===== config.mk =====
export PLATFORM = sky130hd
export DESIGN_NAME = font_write_and_window_regs
export DESIGN_NICKNAME = d
export VERILOG_FILES = /design/src/inc/font_regs_pkg.sv /design/src/inc/reg_store_if.sv /design/src/rtl/reg_store.sv /design/src/rtl/font_write_and_window_regs.sv
export SDC_FILE = /design/constraint.sdc
export NUM_CORES = 1
export LEC_CHECK = 0
export BUFFER_PORTS_ARGS = -buffer_cell sky130_fd_sc_hd__buf_2
export CAP_MARGIN = 20
export CORE_MARGIN = 1
export CORE_UTILIZATION = 50
export DETAILED_ROUTE_END_ITERATION = 16
export PLACE_DENSITY = 0.77
export SLEW_MARGIN = 25
export SYNTH_ARGS = -nofsm -noshare
export SYNTH_HDL_FRONTEND = slang
export SYNTH_SLANG_ARGS = --single-unit
export TNS_END_PERCENT = 5

===== constraint.sdc =====
create_clock -name core_clk -period 5.47 [get_ports core_clk]
set_clock_uncertainty 0.15 [all_clocks]
set_input_delay 0.547 -clock core_clk [delete_from_list [all_inputs] [get_ports core_clk]]
set_output_delay 0.547 -clock core_clk [all_outputs]
set_load 0.01 [all_outputs]

===== src/inc/font_regs_pkg.sv =====
`default_nettype none
package font_regs_pkg;
    localparam int unsigned NUM_REGS = 10;
    localparam logic [3:0]  SLOT_COUNT = 4'hA;

    // Register indices; byte address is four times the index
    localparam logic [7:0] IDX_LINE_SPACING = 8'h29;
    localparam logic [7:0] IDX_CURSOR_X_LOW = 8'h2A;
    localparam logic [7:0] IDX_CURSOR_X_HIGH = 8'h2B;
    localparam logic [7:0] IDX_CURSOR_Y_LOW = 8'h2C;
    localparam logic [7:0] IDX_CURSOR_Y_HIGH = 8'h2D;
    localparam logic [7:0] IDX_GLYPH_SIZE = 8'h2E;
    localparam logic [7:0] IDX_FONT_ROM = 8'h2F;
    localparam logic [7:0] IDX_WIN_X_LOW = 8'h30;
    localparam logic [7:0] IDX_WIN_X_HIGH = 8'h31;
    localparam logic [7:0] IDX_WIN_Y_LOW = 8'h32;
    localparam logic [7:0] FIRST_IDX = IDX_LINE_SPACING;
    localparam logic [7:0] LAST_IDX = IDX_WIN_Y_LOW;

    // Bank slots, index minus FIRST_IDX
    localparam logic [3:0] SLOT_SPACING = 4'h0;
    localparam logic [3:0] SLOT_X_LOW = 4'h1;
    localparam logic [3:0] SLOT_X_HIGH = 4'h2;
    localparam logic [3:0] SLOT_Y_LOW = 4'h3;
    localparam logic [3:0] SLOT_Y_HIGH = 4'h4;
    localparam logic [3:0] SLOT_GLYPH = 4'h5;
    localparam logic [3:0] SLOT_ROM = 4'h6;
    localparam logic [3:0] SLOT_WX_LOW = 4'h7;
    localparam logic [3:0] SLOT_WX_HIGH = 4'h8;
    localparam logic [3:0] SLOT_WY_LOW = 4'h9;

    // Implemented bits per slot, and which slots the cursor reload hits
    localparam logic [7:0] REG_MASK [NUM_REGS] = '{8'h1F, 8'hFF, 8'h03,
        8'hFF, 8'h01, 8'hFF, 8'hFF, 8'hFF, 8'h03, 8'hFF};
    localparam logic [NUM_REGS-1:0] CURSOR_SLOTS = 10'h01E;
    localparam logic [7:0] RESET_BYTE = 8'h00;

    // Field positions
    localparam int unsigned SIZE_LSB = 6;
    localparam int unsigned ROMTYPE_LSB = 5;
    localparam int unsigned ENC_LSB = 2;

    // Glyph heights in pixels
    localparam logic [5:0] HEIGHT_16 = 6'h10;
    localparam logic [5:0] HEIGHT_24 = 6'h18;
    localparam logic [5:0] HEIGHT_32 = 6'h20;

    localparam logic [1:0] RESP_OKAY = 2'h0;
    localparam logic [1:0] RESP_SLVERR = 2'h2;

    typedef enum logic [2:0] {ENC_GB2312, ENC_GB12345, ENC_BIG5,
        ENC_UNICODE, ENC_ASCII, ENC_UNI_JAPANESE, ENC_JIS,
        ENC_RESERVED} encoding_t;
    typedef enum {RD_IDLE, RD_FETCH, RD_LOAD, RD_RESP} rd_state_t;
endpackage
`default_nettype wire


===== src/inc/reg_store_if.sv =====
`timescale 1ns/1ps
`default_nettype none
interface reg_store_if;
    import font_regs_pkg::*;
    logic       wrEn;
    logic [3:0] wrSlot;
    logic [7:0] wrData;
    logic       curLoad;
    logic [9:0] curX;
    logic [8:0] curY;
    logic [3:0] rdSlot;
    logic [7:0] rdData;
    logic [7:0] image [NUM_REGS];
    modport bank (input wrEn, wrSlot, wrData, curLoad, curX, curY,
                  rdSlot, output rdData, image);
    modport ctrl (output wrEn, wrSlot, wrData, curLoad, curX, curY,
                  rdSlot, input rdData, image);
endinterface
`default_nettype wire


===== src/rtl/reg_store.sv =====
`timescale 1ns/1ps
`default_nettype none
module reg_store
    import font_regs_pkg::*;
(
    input  wire logic core_clk,
    input  wire logic rst,
    input  wire logic ce,
    reg_store_if.bank st
);
    logic [7:0] curByte [NUM_REGS];

    // Cursor bytes offered for a hardware reload
    always_comb begin
        for (int i = 0; i < NUM_REGS; i++) begin
            curByte[i] = RESET_BYTE;
        end
        curByte[SLOT_X_LOW] = st.curX[7:0];
        curByte[SLOT_X_HIGH] = {6'h00, st.curX[9:8]};
        curByte[SLOT_Y_LOW] = st.curY[7:0];
        curByte[SLOT_Y_HIGH] = {7'h00, st.curY[8]};
    end

    genvar g;
    generate
        for (g = 0; g < NUM_REGS; g++) begin : gen_entry
            // Software write beats a cursor reload on the same entry
            always_ff @(posedge core_clk or posedge rst) begin
                if (rst) begin
                    st.image[g] <= RESET_BYTE;
                end else if (ce) begin
                    if (st.wrEn && st.wrSlot == 4'(g)) begin
                        st.image[g] <= st.wrData & REG_MASK[g];
                    end else if (st.curLoad && CURSOR_SLOTS[g]) begin
                        st.image[g] <= curByte[g] & REG_MASK[g];
                    end
                end
            end

        end
    endgenerate

    // Registered read port; slots past the bank read as zero
    always_ff @(posedge core_clk or posedge rst) begin
        if (rst) begin
            st.rdData <= RESET_BYTE;
        end else if (ce) begin
            if (st.rdSlot < SLOT_COUNT) begin
                st.rdData <= st.image[st.rdSlot];
            end else begin
                st.rdData <= RESET_BYTE;
            end
        end
    end
endmodule
`default_nettype wire


===== src/rtl/font_write_and_window_regs.sv =====
`timescale 1ns/1ps
`default_nettype none
module font_write_and_window_regs
    import font_regs_pkg::*;
(
    input  wire logic        core_clk,
    input  wire logic        rst,
    input  wire logic        ce,
    input  wire logic [7:0]  awaddr,
    input  wire logic        awvalid,
    output logic             awready,
    input  wire logic [31:0] wdata,
    input  wire logic [3:0]  wstrb,
    input  wire logic        wvalid,
    output logic             wready,
    output logic [1:0]       bresp,
    output logic             bvalid,
    input  wire logic        bready,
    input  wire logic [7:0]  araddr,
    input  wire logic        arvalid,
    output logic             arready,
    output logic [31:0]      rdata,
    output logic [1:0]       rresp,
    output logic             rvalid,
    input  wire logic        rready,
    input  wire logic        cursorNewLine,
    input  wire logic        windowYStartBit8,
    output logic [4:0]       lineSpacing,
    output logic [9:0]       cursorX,
    output logic [8:0]       cursorY,
    output logic [1:0]       glyphSize,
    output logic [5:0]       glyphHeight,
    output logic [5:0]       charGap,
    output logic [2:0]       fontRomType,
    output logic [2:0]       fontEncoding,
    output logic [1:0]       glyphStyle,
    output logic [9:0]       windowXStart,
    output logic [8:0]       windowYStart
);
    logic       awHeld;
    logic [7:0] awAddrQ;
    logic       wHeld;
    logic [7:0] wDataQ;
    logic       wLaneQ;
    logic       doWrite;
    rd_state_t  rdState;
    logic [3:0] rdSlotQ;
    logic       rdHitQ;
    logic [8:0] next_cursorY;
    logic [7:0] lastWrData;

    reg_store_if st();

    // Word index of a byte address; the low two bits do not matter
    function automatic logic [7:0] wordIdx(input logic [7:0] a);
        wordIdx = {2'h0, a[7:2]};
    endfunction

    function automatic logic mapped(input logic [7:0] a);
        mapped = (wordIdx(a) >= FIRST_IDX) && (wordIdx(a) <= LAST_IDX);
    endfunction

    function automatic logic [3:0] slotOf(input logic [7:0] a);
        logic [7:0] d;
        d = wordIdx(a) - FIRST_IDX;
        slotOf = d[3:0];
    endfunction

    // Size code 1X means 32 pixels whatever the low bit says
    function automatic logic [5:0] heightOf(input logic [1:0] code);
        if (code[1]) begin
            heightOf = HEIGHT_32;
        end else if (code[0]) begin
            heightOf = HEIGHT_24;
        end else begin
            heightOf = HEIGHT_16;
        end
    endfunction

    reg_store u_store (
        .core_clk (core_clk),
        .rst      (rst),
        .ce       (ce),
        .st       (st)
    );

    // New line: back to the window's left edge, down one text row
    assign next_cursorY = cursorY + {3'h0, glyphHeight}
                        + {4'h0, lineSpacing};
    assign st.curLoad = cursorNewLine;
    assign st.curX = windowXStart;
    assign st.curY = next_cursorY;

    // Only byte lane 0 carries a register; other lanes are dropped
    assign doWrite = awHeld && wHeld && !bvalid;
    assign st.wrEn = doWrite && mapped(awAddrQ) && wLaneQ;
    assign st.wrSlot = slotOf(awAddrQ);
    assign st.wrData = wDataQ;
    assign st.rdSlot = rdSlotQ;

    // Write address: held until paired with its data
    always_ff @(posedge core_clk or posedge rst) begin
        if (rst) begin
            awHeld <= 1'b0;
            awready <= 1'b0;
            awAddrQ <= 8'h00;
        end else if (ce) begin
            if (awvalid && awready) begin
                awHeld <= 1'b1;
                awready <= 1'b0;
                awAddrQ <= awaddr;
            end else if (doWrite) begin
                awHeld <= 1'b0;
            end else if (!awHeld && !bvalid) begin
                awready <= 1'b1;
            end
        end
    end

    // Write data: either order against the address is fine
    always_ff @(posedge core_clk or posedge rst) begin
        if (rst) begin
            wHeld <= 1'b0;
            wready <= 1'b0;
            wDataQ <= 8'h00;
            wLaneQ <= 1'b0;
        end else if (ce) begin
            if (wvalid && wready) begin
                wHeld <= 1'b1;
                wready <= 1'b0;
                wDataQ <= wdata[7:0];
                wLaneQ <= wstrb[0];
            end else if (doWrite) begin
                wHeld <= 1'b0;
            end else if (!wHeld && !bvalid) begin
                wready <= 1'b1;
            end
        end
    end

    // Write response; an unmapped address stores nothing
    always_ff @(posedge core_clk or posedge rst) begin
        if (rst) begin
            bvalid <= 1'b0;
            bresp <= RESP_OKAY;
        end else if (ce) begin
            if (doWrite) begin
                bvalid <= 1'b1;
                bresp <= mapped(awAddrQ) ? RESP_OKAY : RESP_SLVERR;
            end else if (bvalid && bready) begin
                bvalid <= 1'b0;
            end
        end
    end

    // Read: capture, bank lookup, then present; the extra stage
    // keeps rdata a flop that stands still while rvalid waits
    always_ff @(posedge core_clk or posedge rst) begin
        if (rst) begin
            rdState <= RD_IDLE;
            arready <= 1'b0;
            rvalid <= 1'b0;
            rdata <= 32'h0000_0000;
            rresp <= RESP_OKAY;
            rdSlotQ <= 4'h0;
            rdHitQ <= 1'b0;
        end else if (ce) begin
            case (rdState)
                RD_IDLE: begin
                    arready <= 1'b1;
                    if (arvalid && arready) begin
                        arready <= 1'b0;
                        rdSlotQ <= slotOf(araddr);
                        rdHitQ <= mapped(araddr);
                        rdState <= RD_FETCH;
                    end
                end
                RD_FETCH: begin
                    rdState <= RD_LOAD;
                end
                RD_LOAD: begin
                    rvalid <= 1'b1;
                    if (rdHitQ) begin
                        rdata <= {24'h00_0000, st.rdData};
                        rresp <= RESP_OKAY;
                    end else begin
                        rdata <= 32'h0000_0000;
                        rresp <= RESP_SLVERR;
                    end
                    rdState <= RD_RESP;
                end
                RD_RESP: begin
                    if (rvalid && rready) begin
                        rvalid <= 1'b0;
                        rdState <= RD_IDLE;
                    end
                end
                default: begin
                    rdState <= RD_IDLE;
                end
            endcase
        end
    end

    // Field outputs, one cycle behind the bank
    always_ff @(posedge core_clk or posedge rst) begin
        if (rst) begin
            lineSpacing <= '0;
            cursorX <= '0;
            cursorY <= '0;
            glyphSize <= '0;
            glyphHeight <= HEIGHT_16;
            charGap <= '0;
            fontRomType <= '0;
            fontEncoding <= '0;
            glyphStyle <= '0;
            windowXStart <= '0;
            windowYStart <= '0;
        end else if (ce) begin
            lineSpacing <= st.image[SLOT_SPACING][4:0];
            cursorX <= {st.image[SLOT_X_HIGH][1:0],
                        st.image[SLOT_X_LOW]};
            cursorY <= {st.image[SLOT_Y_HIGH][0],
                        st.image[SLOT_Y_LOW]};
            glyphSize <= st.image[SLOT_GLYPH][SIZE_LSB +: 2];
            glyphHeight <= heightOf(
                st.image[SLOT_GLYPH][SIZE_LSB +: 2]);
            charGap <= st.image[SLOT_GLYPH][5:0];
            fontRomType <= st.image[SLOT_ROM][ROMTYPE_LSB +: 3];
            fontEncoding <= st.image[SLOT_ROM][ENC_LSB +: 3];
            glyphStyle <= st.image[SLOT_ROM][1:0];
            windowXStart <= {st.image[SLOT_WX_HIGH][1:0],
                             st.image[SLOT_WX_LOW]};
            windowYStart <= {windowYStartBit8,
                             st.image[SLOT_WY_LOW]};
        end
    end

    // Helper for the checks: last byte handed to the bank
    always_ff @(posedge core_clk or posedge rst) begin
        if (rst) begin
            lastWrData <= RESET_BYTE;
        end else if (ce && st.wrEn) begin
            lastWrData <= st.wrData;
        end
    end
endmodule
`default_nettype wire


Word level (Yosys, flattened, before mapping)
Index checks and enable logic that the tools add are counted.
Word-level totals
  logic and storage cells: 160
  output and inout bits: 106
  input bits: 62
  register bits: 241
Cells by class
  $add $sub $neg: 4
  $lt $le $gt $ge: 6
  bitwise gates (word level): 1
  eq/ne operators: 16
  reduce and logical (&&, ||, !) cells: 61
  multiplexer cells: 34
Operator list (count)
  32-bit case mux with 4 select lines: 1
  8-bit 2-to-1 mux: 12
  32-bit by 2-bit equality test with 1-bit output, second input constant: 2
  32-bit 2-to-1 mux: 2
  2-bit AND reduction: 18
  8-bit binary-select mux with 4-bit select: 1
  32-bit by 1-bit equality test with 1-bit output, second input constant: 1
  32-bit zero test: 1
  1-bit logical AND: 23
  2-bit nonzero test: 10
  4-bit by 3-bit equality test with 1-bit output, second input constant: 4
  3-bit AND reduction: 5
  1-bit 2-to-1 mux: 13
  6-bit >= comparator, second input constant: 2
  6-bit <= comparator, second input constant: 2
  9-bit by 5-bit adder with 9-bit output: 1
  9-bit by 6-bit adder with 9-bit output: 1
  4-bit by 2-bit equality test with 1-bit output, second input constant: 2
  4-bit equality test, second input constant: 2
  4-bit subtractor, second input constant: 2
  6-bit 2-to-1 mux: 1
  5-bit >= comparator, second input constant: 1
  4-bit NOT with 5-bit output: 1
  4-bit by 1-bit equality test with 1-bit output, second input constant: 1
  8 further kinds: 13

Longest topological paths before layout
  depth after elaboration: 7
  depth in mapped cells: 9
  gate-level depth less buffers: 9

Modules after synthesis
A second synthesis with hierarchy kept.
Second synthesis, totals
  cells, all modules: 696
  area total of the unflattened synthesis: 8234.1 sq um
Modules (own cells, without submodules)
  font_write_and_window_regs: sequential area each 2503.7 sq um, area each 4657.0 sq um, times used 1, cells an instance 377
  reg_store: sequential area each 1651.6 sq um, area each 3577.2 sq um, times used 1, cells an instance 319

Least setup slack after synthesis
Ideal clock, no wire load.
  path kind: flip-flop to flip-flop
  start point: reg lineSpacing[1]
  end point: reg u_store.st.image[55]
  setup slack: 3.056 ns
  arrival time: 2.142 ns
  required time: 5.197 ns
  cell stages (with the launch flop): 9
  clock period less this slack: 2.414 ns
  library setup time: 0.123 ns
  path buffers: 0
  cell sequence: dfrtp_1 > ha_1 > ha_1 > fa_1 > a211oi_1 > o21bai_1 > a21oi_1 > xnor2_1 > o221a_2
On the way
  cells in the longest elaborated chain, start to end: 3
Ends and longest elaborated chain
  start: declaration: line font_write_and_window_regs.sv:28  | output logic [4:0] lineSpacing,
  start signal: assignment: line font_write_and_window_regs.sv:220  | lineSpacing <= st.image[SLOT_SPACING][4:0];
  9-bit by 5-bit adder with 9-bit output: line font_write_and_window_regs.sv:89  | + {4'h0, lineSpacing};
  8-bit 2-to-1 mux: line reg_store.sv:34  | end else if (st.curLoad && CURSOR_SLOTS[g]) begin
  8-bit 2-to-1 mux: line reg_store.sv:32  | if (st.wrEn && st.wrSlot == 4'(g)) begin
  end signal: indexed assignment: line reg_store.sv:33  | st.image[g] <= st.wrData & REG_MASK[g];
  end signal: indexed assignment: line reg_store.sv:35  | st.image[g] <= curByte[g] & REG_MASK[g];
  end: declaration: line reg_store_if.sv:15  | rdSlot, output rdData, image);
No other way between the ends. The select of a mux whose other input is x is not followed.
A chain may end at the register's enable or synchronous reset.

Final worst setup path
  start point: reg lineSpacing[3]
  end point: reg u_store.st.image[40]
Same word-level chain as after synthesis.

==> metrics.yaml <==
status:
  status: "completed"
min_path:
  hold_path.class: "input port to asynchronous set/reset pin"
yosys:
  ys_types: 60
  yosysSeqAreaShare: 0.525
  syn_inst: 652
  avgSynthCellArea_um2: 12.1
  netlist_area_mm2: 0.00792
  ys_warn_count: 0
  ys_ff_latch: 166
  ys_async_sr_fraction: 1.00
  synth-edff-count: 0
  yosys_most_used_dff: "dfrtp_1"
timing:
  max_clock_freq_ghz: 0.378
  finalCriticalPeriod_ns: 2.65
  rsz0062_at_grt: "false"
  worstMarginPinSlew_ns: 0.869
  slew_headroom: 0.420
  drv_slew: 0
  hold_violations: 0
  tns_ns: 0
  period_share: 0.484
  setup_viol: 0
global_route:
  grt_pass1_wl_um: 28000
  antenna_found_initial: 0
  grt_usage: 0.226
  grt_pass1_vias: 5400
  grt-ovfl-total: 0
  grt_max_degree: 114
die:
  ios: 168
  core.rowCount: 45
  die_area_mm2: 0.0163
  die_x_um: 128
  coreArea_mm2: 0.0153
  die_y_um: 128
  start_util: 0.517
critical_path:
  path_cells: "inv_1 > fa_1 > inv_1 > ha_1 > a211oi_1 > nor2_1 > mux2i_1 > nor3_1 > a211oi_1"
  start_kind: "flop"
  endpoint_kind: "flop"
  slowest_stage: "fa_1"
  slowest_delay_ns: 0.56
  crit_type: "flop to flop"
  crit_arrival_ns: 2.79
  worstPathRequired_ns: 5.61
  critPathMaxFanout: 5
power_and_ir_drop:
  p_per_area_mw_per_mm2: 463
  peakVddDrop_uv: 266
  power_mw: 4.22
  p_leak_nw: 4.55
route:
  drt_wl_total_um: 17400
  remaining_drc_errors: 0
  vias: 5387
  first_pass_iters: 5
  wl_per_cell_um: 17.9
  ant_nets: 0
  drtIter0Drc: 370
  routed_via_density: 5.53
finish:
  diodes: 0
  seq_area_mm2: 0.00416
  syn2layout_area_growth_pct: 15.0
  final_util: 0.595
  multi_input_area_mm2: 0.00344
  fin_area_mm2: 0.00911
  nFillCells: 1228
  nets: 832
  final_layout_size_suffix_gt1_frac: 0.373
clock_network:
  clock_path_buffers: 2
  insertion_delay_ns: 0.43
  path_clk_slew_ns: 0.06
  cts_tree: "yes"
  cts_sinks: 166
  cts_resized: 0
  cts_setup_buffers: 0
  cts_hold_buf: 0
  clock-root-buffer: "clkbuf_16"
  htree_levels: 4
  cts_made_buffers: 17
placed_design:
  hpwlAfterDp_um: 12300
  placedInstanceArea_mm2: 0.00850
  port_buffers: 107
  place_congestion: 0.887
job:
  cap_violations: 0
[synth_stat cells, types with 4 or more instances]
cell type,number,area [um2]
dfrtp_1,165,4130
buf_4,31,233
a221o_1,8,80.1
mux2_4,5,75.1
mux4_2,8,180
nand2_1,67,251
clkbuf_1,19,71.3
a211oi_1,4,30.0
nand4_1,5,31.3
inv_1,23,86.3
mux2i_1,7,70.1
xnor2_1,4,35.0
o221a_2,8,90.1
a21oi_1,11,55.1
nor2b_1,6,37.5
nor3_1,6,30.0
nand3_1,7,35.0
nand2b_1,9,56.3
o221ai_1,4,35.0
a31oi_1,8,50.1
mux2_2,108,1220
ha_1,16,200
nor2_1,30,113
o21ai_0,34,170
[state kept, by name, indices dropped and copies added, names as in the netlist, 8 cells and up]
signal and count:
cursorY 9, windowYStart 9, u_store.st.rdData 8, windowXStart 10, u_store.st.image 58, rdata 8
cursorX 10, st.wrData 8
[metal layers]
layer	GRT usage	routed length, um
met4	0.0955	374
met3	0.0505	899
met1	0.299	7590
met2	0.360	8550
met5	0	0
[area by class of cell]
cell class                 count  area share
timing repair buffer         109      0.0607
sequential                   166       0.456
clock buffer                  21      0.0527
tap                          211      0.0290
inverter                      23      0.0103
clock inverter                11      0.0135
multi-input combinational    434       0.378
[kinds of logic after synthesis]
kind of cell	share of synthesized area
mux	0.195
buf+inv	0.0540
flops	0.525
compound gates	0.0858
other cells	0.000474
simple gates	0.101
xor+xnor	0.00664
fa+ha+maj	0.0329
[through the flow]
| stage | cells | hold slack (ns) | setup WS (ns) |
|---|---|---|---|
| after floorplan | 680 | 0.286 | 0.285 |
| after global placement | 943 | 0.307 | 2.67 |
| after detailed placement | 943 | 0.322 | 2.64 |
| after CTS | 975 | 0.190 | 2.83 |
| after global routing | 975 | 0.188 | 2.73 |
| final | 975 | 0.110 | 2.82 |
[path summary, 6_finish.rpt]
check / slack, ns / startpoint / endpoint / cells after the start
hold / removal: 0.11 / rst / cursorX[7]$_DFFE_PP0P_ / 2
hold reg to reg: 0.33 / rdata[6]$_DFFE_PP0P_ / rdata[6]$_DFFE_PP0P_ / 2
setup / recovery: 2.82 / lineSpacing[3]$_DFFE_PP0P_ / u_store.st.image[40]$_DFFE_PP0P_ / 9
max in group asynchronous: 3.85 / rst / glyphStyle[1]$_DFFE_PP0P_ / 3
setup reg to reg: 2.82 / lineSpacing[3]$_DFFE_PP0P_ / u_store.st.image[40]$_DFFE_PP0P_ / 9
min in group core_clk: 0.20 / awaddr[3] / awAddrQ[3]$_DFFE_PP0P_ / 2
[critical path: cells and delay by family, from the launching register on]
kind / cells / cell delay (ns)
AOI/OAI and AO/OA: 2 / 0.46
muxes: 1 / 0.13
adders and majority gates: 2 / 0.81
and+or+nand+nor: 2 / 0.46
buffers and inverters: 2 / 0.14
DFF: 1 / 0.36
[power by group]
| part | internal [mW] | switching, mW | total [mW] |
|---|---|---|---|
| clock | 0.720 | 0.483 | 1.20 |
| sequential | 1.51 | 0.408 | 1.92 |
| combinational | 0.550 | 0.550 | 1.10 |
[cell usage in the layout (no fill, tap or decap), types with 3 or more instances in the layout]
cell type,netlist,layout
a211oi_1,4,4
a21oi_1,11,11
a221o_1,8,8
a31oi_1,8,8
and2_0,3,3
and3_1,3,3
buf_2,3,106
buf_4,31,3
clkbuf_16,0,17
clkbuf_8,0,4
clkinv_2,0,3
clkinvlp_4,0,4
conb_1,1,29
dfrtp_1,165,165
fa_1,3,3
ha_1,16,16
inv_1,23,22
mux2_2,108,108
mux2_4,5,5
mux2i_1,7,7
mux4_2,8,8
nand2_1,67,67
nand2b_1,9,9
nand3_1,7,7
nand4_1,5,5
nor2_1,30,30
nor2b_1,6,6
nor3_1,6,6
o211ai_1,3,3
o21a_1,3,3
o21ai_0,34,34
o221a_2,8,8
o221ai_1,4,4
xnor2_1,4,4
Power figures use the tool's default switching activity.
